### src/hdl/rcr_pkg.sv
// Package for the remote capability register block.
// Holds offsets, field positions, reset values and the carrier structs.
// Assumes the register port delivers 8-bit offsets and byte data.
package rcr_pkg;

    // ************************************************************
    // Register offsets and widths
    // ************************************************************
    localparam int RCR_ADDR_W = 8;
    localparam int RCR_DATA_W = 8;
    localparam logic [7:0] RCR_CAP1_OFFSET = 8'h20;
    localparam logic [7:0] RCR_CAP2_OFFSET = 8'h21;
    localparam logic [7:0] RCR_RESET_VALUE = 8'h00;
    localparam logic [7:0] RCR_READ_UNMAPPED = 8'h00;

    // ************************************************************
    // Field positions in the first capability register
    // ************************************************************
    localparam int RCR_FREEZE_BIT = 7;
    localparam int RCR_MODE0_BIT = 6;
    localparam int RCR_FREQ_BIT = 5;
    localparam int RCR_EQ_BIT = 4;
    localparam int RCR_TWO_LANE_BIT = 3;
    localparam int RCR_ROLE_BIT = 2;

    // Field positions in the second capability register.
    localparam int RCR_MODE_HI_LSB = 0;
    localparam int RCR_MODE_HI_MSB = 1;

    // ************************************************************
    // Fast control channel modes
    // ************************************************************
    typedef enum logic [2:0] {
        RCR_MODE_NORMAL = 3'h0,
        RCR_MODE_FAST_1 = 3'h1,
        RCR_MODE_FAST_2 = 3'h2,
        RCR_MODE_FAST_4 = 3'h3
    } rcr_mode_t;

    // Channel role values.
    localparam logic RCR_ROLE_PRIMARY = 1'b0;
    localparam logic RCR_ROLE_SECONDARY = 1'b1;

    // ************************************************************
    // Carrier structs
    // ************************************************************
    // Capabilities as reported by the remote receiver.
    typedef struct packed {
        logic [2:0] fastCtrlChannelMode;
        logic freqTrainingRequest;
        logic eqTrainingRequest;
        logic twoLaneCapable;
        logic channelRole;
    } rcr_learn_t;

    // One port's stored copy: learned fields plus the freeze bit.
    typedef struct packed {
        logic capabilityFreeze;
        rcr_learn_t fields;
    } rcr_cap_t;

    localparam rcr_cap_t RCR_CAP_RESET = '0;

endpackage : rcr_pkg

### src/hdl/rcr_cap_port.sv
// One port's copy of the remote capability fields.
// Assumes write strobes are already decoded for this port and offset.
`timescale 1ns/1ps
module rcr_cap_port
    import rcr_pkg::*;
(
    // Clock and reset.
    input wire logic core_clk,
    input wire logic rst_n,
    // Software writes.
    input wire logic wrCap1,
    input wire logic wrCap2,
    input wire logic [RCR_DATA_W-1:0] wrData,
    // Control channel updates.
    input wire logic rxLock,
    input wire logic learnStrobe,
    input wire rcr_learn_t learned,
    // Stored copy.
    output rcr_cap_t cap
);

    rcr_cap_t capQ;
    rcr_cap_t capD;

    // Computes the next copy; a software write wins over a learn.
    always_comb begin
        capD = capQ;
        if (wrCap1) begin
            capD.capabilityFreeze = wrData[RCR_FREEZE_BIT];
            capD.fields.fastCtrlChannelMode[0] =
                wrData[RCR_MODE0_BIT];
            capD.fields.freqTrainingRequest = wrData[RCR_FREQ_BIT];
            capD.fields.eqTrainingRequest = wrData[RCR_EQ_BIT];
            capD.fields.twoLaneCapable = wrData[RCR_TWO_LANE_BIT];
            capD.fields.channelRole = wrData[RCR_ROLE_BIT];
        end
        if (wrCap2) begin
            capD.fields.fastCtrlChannelMode[2:1] =
                wrData[RCR_MODE_HI_MSB:RCR_MODE_HI_LSB];
        end
        // Learning only after lock and never while frozen.
        if (!wrCap1 && !wrCap2 && rxLock && learnStrobe
                && !capQ.capabilityFreeze) begin
            capD.fields = learned;
        end
    end

    // Registers the copy; everything clears to zero.
    always_ff @(posedge core_clk) begin
        if (!rst_n) begin
            capQ <= RCR_CAP_RESET;
        end else begin
            capQ <= capD;
        end
    end

    assign cap = capQ;

endmodule : rcr_cap_port

### src/hdl/rcr_capability_regs.sv
// Remote capability registers for both ports of the bridge.
// Assumes the register port is driven by the serial control bus slave
// in the core_clk domain, and that the port-select bits live outside.
//
// Overview of operation
// - Freeze bit blocks all automatic capability loading.
// - Frozen values are those software last wrote.
// - Bit 6 is mode LSB; upper bits elsewhere.
// - After lock, control channel updates capability fields.
// - Bit 5 set sends frequency training pattern.
// - Bit 4 set sends equalization training pattern.
// - Bit 3 flags two-lane capable receiver.
// - Bit 2: zero primary, one secondary channel; secondaryChannel is only set when bit 3 is also set.
// - Second-port view redirects access to port one.
// - Freeze, mode and eq fields reset zero.
// - Mode decode; single-link devices use normal only.
// - Port view ignored when second bus address on.
`timescale 1ns/1ps
module rcr_capability_regs
    import rcr_pkg::*;
#(
    parameter int NUM_PORTS = 2,
    parameter bit TWO_LINK_DEVICE = 1'b1
) (
    // Clock and reset.
    input wire logic core_clk,
    input wire logic rst_n,
    // Register access from the control bus slave.
    input wire logic [RCR_ADDR_W-1:0] regAddr,
    input wire logic regWrite,
    input wire logic regRead,
    input wire logic [RCR_DATA_W-1:0] regWdata,
    input wire logic viaSecondAddress,
    output logic [RCR_DATA_W-1:0] regRdata,
    output logic regRdValid,
    // Port-select controls.
    input wire logic secondPortView,
    input wire logic secondPortBusAddressOn,
    // Control channel, one entry per port.
    input wire logic [NUM_PORTS-1:0] rxLock,
    input wire logic [NUM_PORTS-1:0] learnStrobe,
    input wire rcr_learn_t [NUM_PORTS-1:0] learned,
    // Per-port capability outputs to the link logic.
    output logic [NUM_PORTS-1:0] freqTrainingTx,
    output logic [NUM_PORTS-1:0] eqTrainingTx,
    output rcr_mode_t [NUM_PORTS-1:0] fastCtrlChannelMode,
    output logic [NUM_PORTS-1:0] twoLaneCapable,
    output logic [NUM_PORTS-1:0] secondaryChannel,
    output logic [NUM_PORTS-1:0] capabilityFrozen
);

    // ************************************************************
    // Elaboration checks
    // ************************************************************
    // The port decode below only knows two copies, port zero and one.
    if (NUM_PORTS != 2) begin : gNumPortsCheck
        $error("rcr_capability_regs serves exactly two ports");
    end

    // ************************************************************
    // Port selection and decode
    // ************************************************************
    logic portOneSel;
    logic hitCap1;
    logic hitCap2;
    rcr_cap_t cap [NUM_PORTS];

    // With the second address enabled, an access through it means port one;
    // otherwise the view bit picks the port.
    always_comb begin
        if (secondPortBusAddressOn) begin
            portOneSel = viaSecondAddress;
        end else begin
            portOneSel = secondPortView;
        end
        hitCap1 = (regAddr == RCR_CAP1_OFFSET);
        hitCap2 = (regAddr == RCR_CAP2_OFFSET);
    end

    // ************************************************************
    // Per-port storage
    // ************************************************************
    for (genvar p = 0; p < NUM_PORTS; p++) begin : gPort
        logic selThis;
        assign selThis = (portOneSel == (p == 1));

        rcr_cap_port uCapPort (
            .core_clk(core_clk),
            .rst_n(rst_n),
            .wrCap1(regWrite && hitCap1 && selThis),
            .wrCap2(regWrite && hitCap2 && selThis),
            .wrData(regWdata),
            .rxLock(rxLock[p]),
            .learnStrobe(learnStrobe[p]),
            .learned(learned[p]),
            .cap(cap[p])
        );
    end

    // ************************************************************
    // Read path
    // ************************************************************
    // The read byte is held between reads so software sees a stable value.
    rcr_cap_t readCap;
    logic [RCR_DATA_W-1:0] regRdataQ;
    logic [RCR_DATA_W-1:0] regRdataD;
    logic regRdValidQ;
    logic regRdValidD;

    // Builds the read byte from the selected port's copy.
    always_comb begin
        readCap = portOneSel ? cap[1] : cap[0];
        regRdataD = regRdataQ;
        regRdValidD = regRead;
        if (regRead) begin
            regRdataD = RCR_READ_UNMAPPED;
            if (hitCap1) begin
                regRdataD[RCR_FREEZE_BIT] = readCap.capabilityFreeze;
                regRdataD[RCR_MODE0_BIT] =
                    readCap.fields.fastCtrlChannelMode[0];
                regRdataD[RCR_FREQ_BIT] = readCap.fields.freqTrainingRequest;
                regRdataD[RCR_EQ_BIT] = readCap.fields.eqTrainingRequest;
                regRdataD[RCR_TWO_LANE_BIT] = readCap.fields.twoLaneCapable;
                regRdataD[RCR_ROLE_BIT] = readCap.fields.channelRole;
            end else if (hitCap2) begin
                regRdataD[RCR_MODE_HI_MSB:RCR_MODE_HI_LSB] =
                    readCap.fields.fastCtrlChannelMode[2:1];
            end
        end
    end

    // Registers the read answer one cycle after the request.
    always_ff @(posedge core_clk) begin
        if (!rst_n) begin
            regRdataQ <= RCR_RESET_VALUE;
            regRdValidQ <= 1'b0;
        end else begin
            regRdataQ <= regRdataD;
            regRdValidQ <= regRdValidD;
        end
    end

    // The read answer leaves straight from its flops.
    assign regRdata = regRdataQ;
    assign regRdValid = regRdValidQ;

    // ************************************************************
    // Capability outputs to the link logic
    // ************************************************************
    logic [NUM_PORTS-1:0] freqQ;
    logic [NUM_PORTS-1:0] freqD;
    logic [NUM_PORTS-1:0] eqQ;
    logic [NUM_PORTS-1:0] eqD;
    rcr_mode_t [NUM_PORTS-1:0] modeQ;
    rcr_mode_t [NUM_PORTS-1:0] modeD;
    logic [NUM_PORTS-1:0] twoLaneQ;
    logic [NUM_PORTS-1:0] twoLaneD;
    logic [NUM_PORTS-1:0] secondaryQ;
    logic [NUM_PORTS-1:0] secondaryD;
    logic [NUM_PORTS-1:0] frozenQ;
    logic [NUM_PORTS-1:0] frozenD;

    // Derives the link controls; whether learned or written, the stored
    // copy is what the link uses, so frozen values rule when frozen.
    always_comb begin
        for (int p = 0; p < NUM_PORTS; p++) begin
            freqD[p] = cap[p].fields.freqTrainingRequest;
            eqD[p] = cap[p].fields.eqTrainingRequest;
            twoLaneD[p] = cap[p].fields.twoLaneCapable;
            // Role only means something for a two-lane receiver.
            secondaryD[p] = cap[p].fields.twoLaneCapable
                && (cap[p].fields.channelRole
                    == RCR_ROLE_SECONDARY);
            frozenD[p] = cap[p].capabilityFreeze;
            // Reserved codes and single-link builds fall back to normal.
            case (cap[p].fields.fastCtrlChannelMode)
                RCR_MODE_FAST_1,
                RCR_MODE_FAST_2,
                RCR_MODE_FAST_4: begin
                    modeD[p] = TWO_LINK_DEVICE ?
                        rcr_mode_t'(cap[p].fields.fastCtrlChannelMode)
                        : RCR_MODE_NORMAL;
                end
                default: begin
                    modeD[p] = RCR_MODE_NORMAL;
                end
            endcase
        end
    end

    // Registers the link controls so every output comes from a flop.
    always_ff @(posedge core_clk) begin
        if (!rst_n) begin
            freqQ <= '0;
            eqQ <= '0;
            modeQ <= '{default: RCR_MODE_NORMAL};
            twoLaneQ <= '0;
            secondaryQ <= '0;
            frozenQ <= '0;
        end else begin
            freqQ <= freqD;
            eqQ <= eqD;
            modeQ <= modeD;
            twoLaneQ <= twoLaneD;
            secondaryQ <= secondaryD;
            frozenQ <= frozenD;
        end
    end

    // The link controls leave straight from their flops.
    assign freqTrainingTx = freqQ;
    assign eqTrainingTx = eqQ;
    assign fastCtrlChannelMode = modeQ;
    assign twoLaneCapable = twoLaneQ;
    assign secondaryChannel = secondaryQ;
    assign capabilityFrozen = frozenQ;

endmodule : rcr_capability_regs

### config.mk
export PLATFORM = sky130hd
export DESIGN_NAME = rcr_capability_regs
export DESIGN_NICKNAME = d
export VERILOG_FILES = /design/src/hdl/rcr_pkg.sv /design/src/hdl/rcr_cap_port.sv /design/src/hdl/rcr_capability_regs.sv
export SDC_FILE = /design/constraint.sdc
export NUM_CORES = 1
export LEC_CHECK = 0
export BUFFER_PORTS_ARGS = -buffer_cell sky130_fd_sc_hd__buf_2
export CORE_UTILIZATION = 30
export CTS_BUF_LIST = sky130_fd_sc_hd__clkbuf_8 sky130_fd_sc_hd__clkbuf_16
export CTS_CLUSTER_DIAMETER = 200
export DETAILED_ROUTE_END_ITERATION = 6
export HOLD_SLACK_MARGIN = 0.12
export SLEW_MARGIN = 20
export SYNTH_ARGS = -nofsm -noshare
export SYNTH_HDL_FRONTEND = slang
export SYNTH_SLANG_ARGS = --single-unit
### constraint.sdc
create_clock -name core_clk -period 2.8 [get_ports core_clk]
set_clock_uncertainty 0.2 [all_clocks]
set_input_delay 0.28 -clock core_clk [delete_from_list [all_inputs] [get_ports core_clk]]
set_output_delay 0.28 -clock core_clk [all_outputs]
set_load 0.05 [all_outputs]
==> results of run 1 <==
-- how the worst max path moves through the flow --
stage	slack, ns	endpoint
6_report	0.24	gPort[1].uCapPort.cap[0]$_SDFFE_PN0P_
5_1_grt	0.11	gPort[1].uCapPort.cap[0]$_SDFFE_PN0P_
4_1_cts	0.23	gPort[1].uCapPort.cap[1]$_SDFFE_PN0P_
3_5_place_dp	0.40	gPort[1].uCapPort.cap[5]$_SDFFE_PN0P_
3_3_place_gp	0.46	gPort[1].uCapPort.cap[5]$_SDFFE_PN0P_
2_1_floorplan	0.69	gPort[1].uCapPort.cap[5]$_SDFFE_PN0P_
-- cells in the final DEF (no fill, tap or decap), types with 4 or more instances in the layout --
cell type and n:
dfxtp_1 41, o31ai_1 10, buf_2 65, and3b_1 4, nand4_1 4, a21oi_1 10
dlygate4sd3_1 21, o31a_1 4, and2_1 18, o22ai_1 6, inv_1 7, clkbuf_8 5
nor3b_1 4, o211a_1 4, mux2i_1 18, and3_1 4
-- timing repair --
item                      in CTS  in global routing
hold endpoints to repair      12                  0
hold buffers                  21                  0
buffers inserted               0                  0
-- state kept, by name (all words and copies together) (netlist names) --
name,flops
gPort.uCapPort.cap,16
twoLaneCapable,2
fastCtrlChannelMode,6
regRdValid,1
eqTrainingTx,2
freqTrainingTx,2
regRdata,8
secondaryChannel,2
capabilityFrozen,2
-- power by group --
part	total [W]	internal (W)	switching, W	leakage, nW
clock network	0.000367	0.000169	0.000198	0.0491
registers	0.000615	0.000603	0.0000114	0.335
logic	0.000170	0.0000808	0.0000895	0.781
-- cells by family (layout without fill, tap and decap cells) --
logic type             Yosys count  after routing  share of synthesized area (%)
and+or+nand+nor                 54             54                           23.0
DFF                             41             41                           46.8
AOI/OAI and AO/OA               36             36                           14.4
muxes                           21             21                           12.1
buffers and inverters           15            102                           3.43
other                            1              2                          0.214
-- routing by layer --
| metal | up-vias | routed length (um) |
|---|---|---|
| met2 | 39 | 1850 |
| met1 | 701 | 2000 |
| met4 | 0 | 95 |
| li1 | 781 | - |
| met5 | - | 0 |
| met3 | 8 | 246 |
-- worst max-delay path, stage by stage --
cell	delay, ns
buf_2	0.10
or4b_1	0.67
nor4b_4	0.60
mux2i_1	0.25
a21oi_1	0.08
dlygate4sd3_1	0.56
-- area by class of cell --
type	instances	share of cell area, %
clock inverter	3	0.563
sequential	41	33.6
tap	72	3.68
inverter	6	0.921
clock buffer	5	2.81
timing repair buffer	88	22.5
multi-input combinational	113	36.0
-- stage by stage --
step           total power, W  worst slack, ns  std cells  hold slack (ns)
2_1_floorplan        0.000717            0.694        169            0.246
5_1_grt               0.00121            0.106        328            0.132
3_3_place_gp         0.000773            0.457        299            0.267
4_1_cts               0.00117            0.229        328            0.124
6_report              0.00115            0.235        328            0.133
3_5_place_dp         0.000774            0.398        299            0.274
==> run_results.csv, run 1 <==
group,metric,value,unit
timing,min_period_over_period,91.6,%
clock_network,clockBufferDepth,2,
floorplanning,core_area,0.00557,mm2
global_routing,gr-usage-met2,22.3,%
layout,nFillCells,592,
timing,worstMarginPinSlew,0.583,ns
global_routing,grt_max_degree,40,
logic_synthesis,synth_ff_type,"dfxtp_1",
global_routing,use_met3,4.07,%
clock_network,post_cts_resized,0,
global_routing,overflow,0,
logic_synthesis,synth_commonest_cells,"dfxtp_1, mux2i_1, and2_1",
worst_hold_path,min_from,"regAddr[0]",
timing,drv_slew,0,
routing,finalWirelength,4200,um
layout,nNetsFinal,296,
setup_path,cp.required,2.78,ns
timing,layout_min_cycle_time,2.56,ns
setup_path,r2r_cells,4,
setup_path,reg2reg_from,"gPort[0].uCapPort.cap[7]$_SDFFE_PN0P_",
logic_synthesis,synth-async-reset-ratio,0,%
floorplanning,row_count,27,
clock_network,cts_made_buffers,5,
worst_hold_path,min_to,"regRdata[0]$_SDFFE_PN0P_",
logic_synthesis,synth_top_cell_by_area,"dfxtp_1",
floorplanning,dieArea,0.00615,mm2
global_routing,grt_pass1_wl,6770,um
clock_network,cts_root_buf,"clkbuf_8",
global_routing,grt_usage,14.3,%
logic_synthesis,synth_area_leaders,"dfxtp_1, mux2i_1, and2_1",
layout,drive_gt1_share,31.6,%
floorplanning,start_util,31.4,%
layout,area_delta_synth_final,39.5,%
global_routing,met1_usage,18.0,%
logic_synthesis,syn_area,0.00175,mm2
clock_network,clk_latency,0.29,ns
routing,wire_per_inst,12.8,um
setup_path,rrSetupSlack,0.70,ns
clock_network,path_clk_slew,0.07,ns
power_and_ir_drop,p_per_area,471,mW/mm2
layout,n_antenna_cell,0,
setup_path,timing.rr.end,"gPort[0].uCapPort.cap[2]$_SDFFE_PN0P_",
logic_synthesis,yosysSeqAreaShare,46.8,%
routing,drc,0,
setup_path,startpoint_type,"input port",
setup_path,endpoint_kind,"register",
setup_path,path_class,"in -> reg",
layout,multi_input_area,880,um2
timing,maxSlewHeadroom,60.9,%
timing,rsz0062_at_grt,"false",
logic_synthesis,ys_ff_latch,41,
global_routing,grt_pass1_vias,1428,
logic_synthesis,synthDistinctLibCells,30,
timing,fin_setup_tns,0,ns
setup_path,cp.arrival,2.55,ns
place,placed_cell_area,0.00215,mm2
outcome,outcome,"finished, final reports clean",
floorplanning,die_height,78.4,um
logic_synthesis,synth-edff-count,0,
global_routing,antenna_found_initial,0,
floorplanning,die_w,78.4,um
flow_run,max-cap-violations,0,
layout,seqCellArea,821,um2
timing,setup_viol,0,
logic_synthesis,synth_top_area_share,46.8,%
routing,via_per_inst,4.66,
setup_path,crit_start,"regAddr[7]",
worst_hold_path,worstHoldPathType,"in -> reg",
logic_synthesis,syn-mean-instance-area,10.4,um2
routing,via_count,1529,
timing,hold_viol,0,
place,io_buffers,65,
layout,post-route-util,43.9,%
routing,firstDrtPassIters,4,
power_and_ir_drop,leakagePower,1.17,nW
setup_path,worstPathMaxFanout,6,
clock_network,clock-sinks,41,
power_and_ir_drop,peakVddDrop,0.190,mV
worst_hold_path,min_path_cells,3,
floorplanning,ioPinCount,66,
clock_network,cts_tree,"yes",
routing,first_iter_violations,67,
global_routing,top_usage_layer,"met2",
timing,fmax,0.390,GHz
place,place_congestion,0.793,
logic_synthesis,yosysWarnings,0,
logic_synthesis,synth_most_common_cell,"dfxtp_1",
clock_network,cts_max_level,2,
layout,stdcell_area,0.00245,mm2
routing,antenna_left,0,
logic_synthesis,syn_inst,168,
place,place_hpwl,3060,um
(Power assumes the default switching activity.)
==> run 2, diff against run 1 <==
--- a/config.mk
+++ b/config.mk
@@ -6,9 +6,11 @@
 export NUM_CORES = 1
 export LEC_CHECK = 0
 export BUFFER_PORTS_ARGS = -buffer_cell sky130_fd_sc_hd__buf_2
+export CORE_ASPECT_RATIO = 1.75
+export CORE_MARGIN = 1.5
 export CORE_UTILIZATION = 30
 export CTS_BUF_LIST = sky130_fd_sc_hd__clkbuf_8 sky130_fd_sc_hd__clkbuf_16
-export CTS_CLUSTER_DIAMETER = 200
+export CTS_CLUSTER_DIAMETER = 50
 export DETAILED_ROUTE_END_ITERATION = 6
 export HOLD_SLACK_MARGIN = 0.12
 export SLEW_MARGIN = 20
==> run_results.csv, run 2 (synthesis gave the netlist of run 1 again) <==
group,metric,value,unit
outcome,outcome,"finished, final reports clean",
power_and_ir_drop,switchingPower,0.000302,W
layout,final_common_cell,"buf_2",
timing,rsz0062_at_grt,"false",
timing,layout_min_cycle_time,2.59,ns
global_routing,grt_pass1_wl,6870,um
power_and_ir_drop,p_clk_share,31.9,%
routing,antenna_left,0,
setup_path,r2r_cells,4,
clock_network,cts_max_level,2,
setup_path,path_class,"in -> reg",
setup_path,cpPeakStageDelay,0.67,ns
setup_path,rrSetupSlack,0.62,ns
worst_hold_path,min_path_cells,3,
power_and_ir_drop,pwr-share-seq,53.1,%
power_and_ir_drop,p_per_area,470,mW/mm2
layout,nFillCells,585,
setup_path,cp.required,2.78,ns
clock_network,cts_setup_buffers,0,
layout,nNetsFinal,297,
routing,wire_per_inst,13.1,um
floorplanning,core_area,0.00559,mm2
routing,via_count,1559,
timing,setup_viol,0,
global_routing,grt_usage,14.7,%
setup_path,timing.rr.end,"gPort[0].uCapPort.cap[3]$_SDFFE_PN0P_",
power_and_ir_drop,switching_share,26.2,%
routing,firstDrtPassIters,4,
layout,multi_input_area,880,um2
routing,finalWirelength,4370,um
worst_hold_path,min_from,"regAddr[0]",
worst_hold_path,worstHoldPathType,"in -> reg",
routing,via_per_inst,4.68,
layout,final_cell_mix,"buf_2, dfxtp_1, dlygate4sd3_1",
clock_network,cts_made_buffers,5,
setup_path,cpLargestDelayFamily,"simple AND/OR/NAND/NOR gates",
worst_hold_path,min_to,"regRdata[0]$_SDFFE_PN0P_",
routing,first_iter_violations,22,
floorplanning,ioPinCount,66,
power_and_ir_drop,peakVddDrop,0.196,mV
timing,hold_viol,0,
timing,fmax,0.386,GHz
clock_network,post_cts_resized,0,
place,place_hpwl,3290,um
global_routing,grt_pass1_vias,1430,
layout,n_antenna_cell,0,
timing,fin_setup_tns,0,ns
power_and_ir_drop,comb_power_share,14.9,%
global_routing,overflow,0,
clock_network,path_clk_slew,0.08,ns
setup_path,cp.arrival,2.57,ns
setup_path,startpoint_type,"input port",
setup_path,slowest_stage,"or4b_1",
power_and_ir_drop,total_power,0.00116,W
routing,drc,0,
layout,seqCellArea,821,um2
setup_path,cp_num_cells,6,
layout,drive_gt1_share,31.9,%
timing,min_period_over_period,92.5,%
setup_path,cp_cell_sequence,"buf_2, or4b_1, nor4b_4, mux2i_1, a21oi_1, dlygate4sd3_1",
place,io_buffers,65,
timing,drv_slew,0,
floorplanning,die_w,60.8,um
global_routing,antenna_found_initial,0,
floorplanning,start_util,31.4,%
clock_network,clockBufferDepth,2,
power_and_ir_drop,leakagePower,1.17,nW
setup_path,worstPathMaxFanout,6,
setup_path,endpoint_kind,"register",
setup_path,path_buf_inv,2,
place,place_congestion,0.734,
timing,worstMarginPinSlew,0.574,ns
clock_network,cts_root_buf,"clkbuf_8",
layout,largest_reg_flops,16,
floorplanning,die_height,104,um
layout,area_delta_synth_final,40.3,%
power_and_ir_drop,p_int,0.000854,W
clock_network,clock-sinks,41,
timing,maxSlewHeadroom,61.7,%
global_routing,grt_max_degree,40,
flow_run,max-cap-violations,0,
floorplanning,dieArea,0.00633,mm2
floorplanning,row_count,36,
clock_network,clk_latency,0.29,ns
setup_path,reg2reg_from,"gPort[0].uCapPort.cap[7]$_SDFFE_PN0P_",
clock_network,cts_tree,"yes",
## run 2: layout make-up
| cell class | count | area share [%] |
|---|---|---|
| repair buffers | 89 | 22.7 |
| multi-input cells | 113 | 35.8 |
| clock inverters | 3 | 0.560 |
| inverters | 6 | 0.916 |
| clock buffers | 5 | 2.80 |
| flip-flops and latches | 41 | 33.4 |
| well taps | 76 | 3.87 |
## run 2: worst max-delay path by stage
stage,start,to
after detailed placement,regAddr[7],gPort[1].uCapPort.cap[5]$_SDFFE_PN0P_
final,regAddr[7],gPort[1].uCapPort.cap[2]$_SDFFE_PN0P_
after global placement,regAddr[7],gPort[1].uCapPort.cap[5]$_SDFFE_PN0P_
after CTS,regAddr[7],gPort[1].uCapPort.cap[2]$_SDFFE_PN0P_
after floorplan,regAddr[7],gPort[1].uCapPort.cap[5]$_SDFFE_PN0P_
after global routing,regAddr[7],gPort[1].uCapPort.cap[2]$_SDFFE_PN0P_
## run 2: power groups by stage
| stage | combinational, W | sequential [W] | clock, W |
|---|---|---|---|
| finish | 0.000173 | 0.000615 | 0.000369 |
| global route | 0.000186 | 0.000617 | 0.000403 |
| floorplan | 0.0000626 | 0.000654 | 0 |
| global placement | 0.000146 | 0.000628 | 0 |
| detailed placement | 0.000147 | 0.000629 | 0 |
| CTS | 0.000172 | 0.000615 | 0.000382 |
## run 2: per-stage QoR
| stage | setup WS (ns) | hold slack (ns) | area, um2 | cells | utilization [%] |
|---|---|---|---|---|---|
| global placement | 0.453 | 0.269 | 2170 | 304 | 38.8 |
| floorplan | 0.694 | 0.246 | 1760 | 169 | - |
| detailed placement | 0.401 | 0.271 | 2170 | 304 | 38.8 |
| finish | 0.209 | 0.136 | 2460 | 333 | 44.0 |
| global route | 0.0758 | 0.160 | 2460 | 333 | 44.0 |
| CTS | 0.214 | 0.125 | 2460 | 333 | 44.0 |
## run 2: worst reg2reg max path: cells and delay by family, from the launching register on
family / cells / cell delay [ns]
simple gates: 2 / 0.88
buf+inv: 1 / 0.57
flops: 1 / 0.34
compound gates: 1 / 0.14
## run 2: routing by layer
layer | share of wire (%) | wire, um | global-route usage [%] | up-vias
li1 | - | - | - | 789
met1 | 40 | 1730 | 16.1 | 697
met2 | 52 | 2260 | 24.5 | 59
met3 | 4.6 | 201 | 2.74 | 14
met4 | 4.1 | 178 | 9.63 | 0
met5 | 0 | 0 | 0 | -
## run 2: what timing repair did
item / CTS / global route
endpoints found under the hold margin: 12 / 0
setup endpoints to repair: 0 / 0
hold buffers: 21 / 0
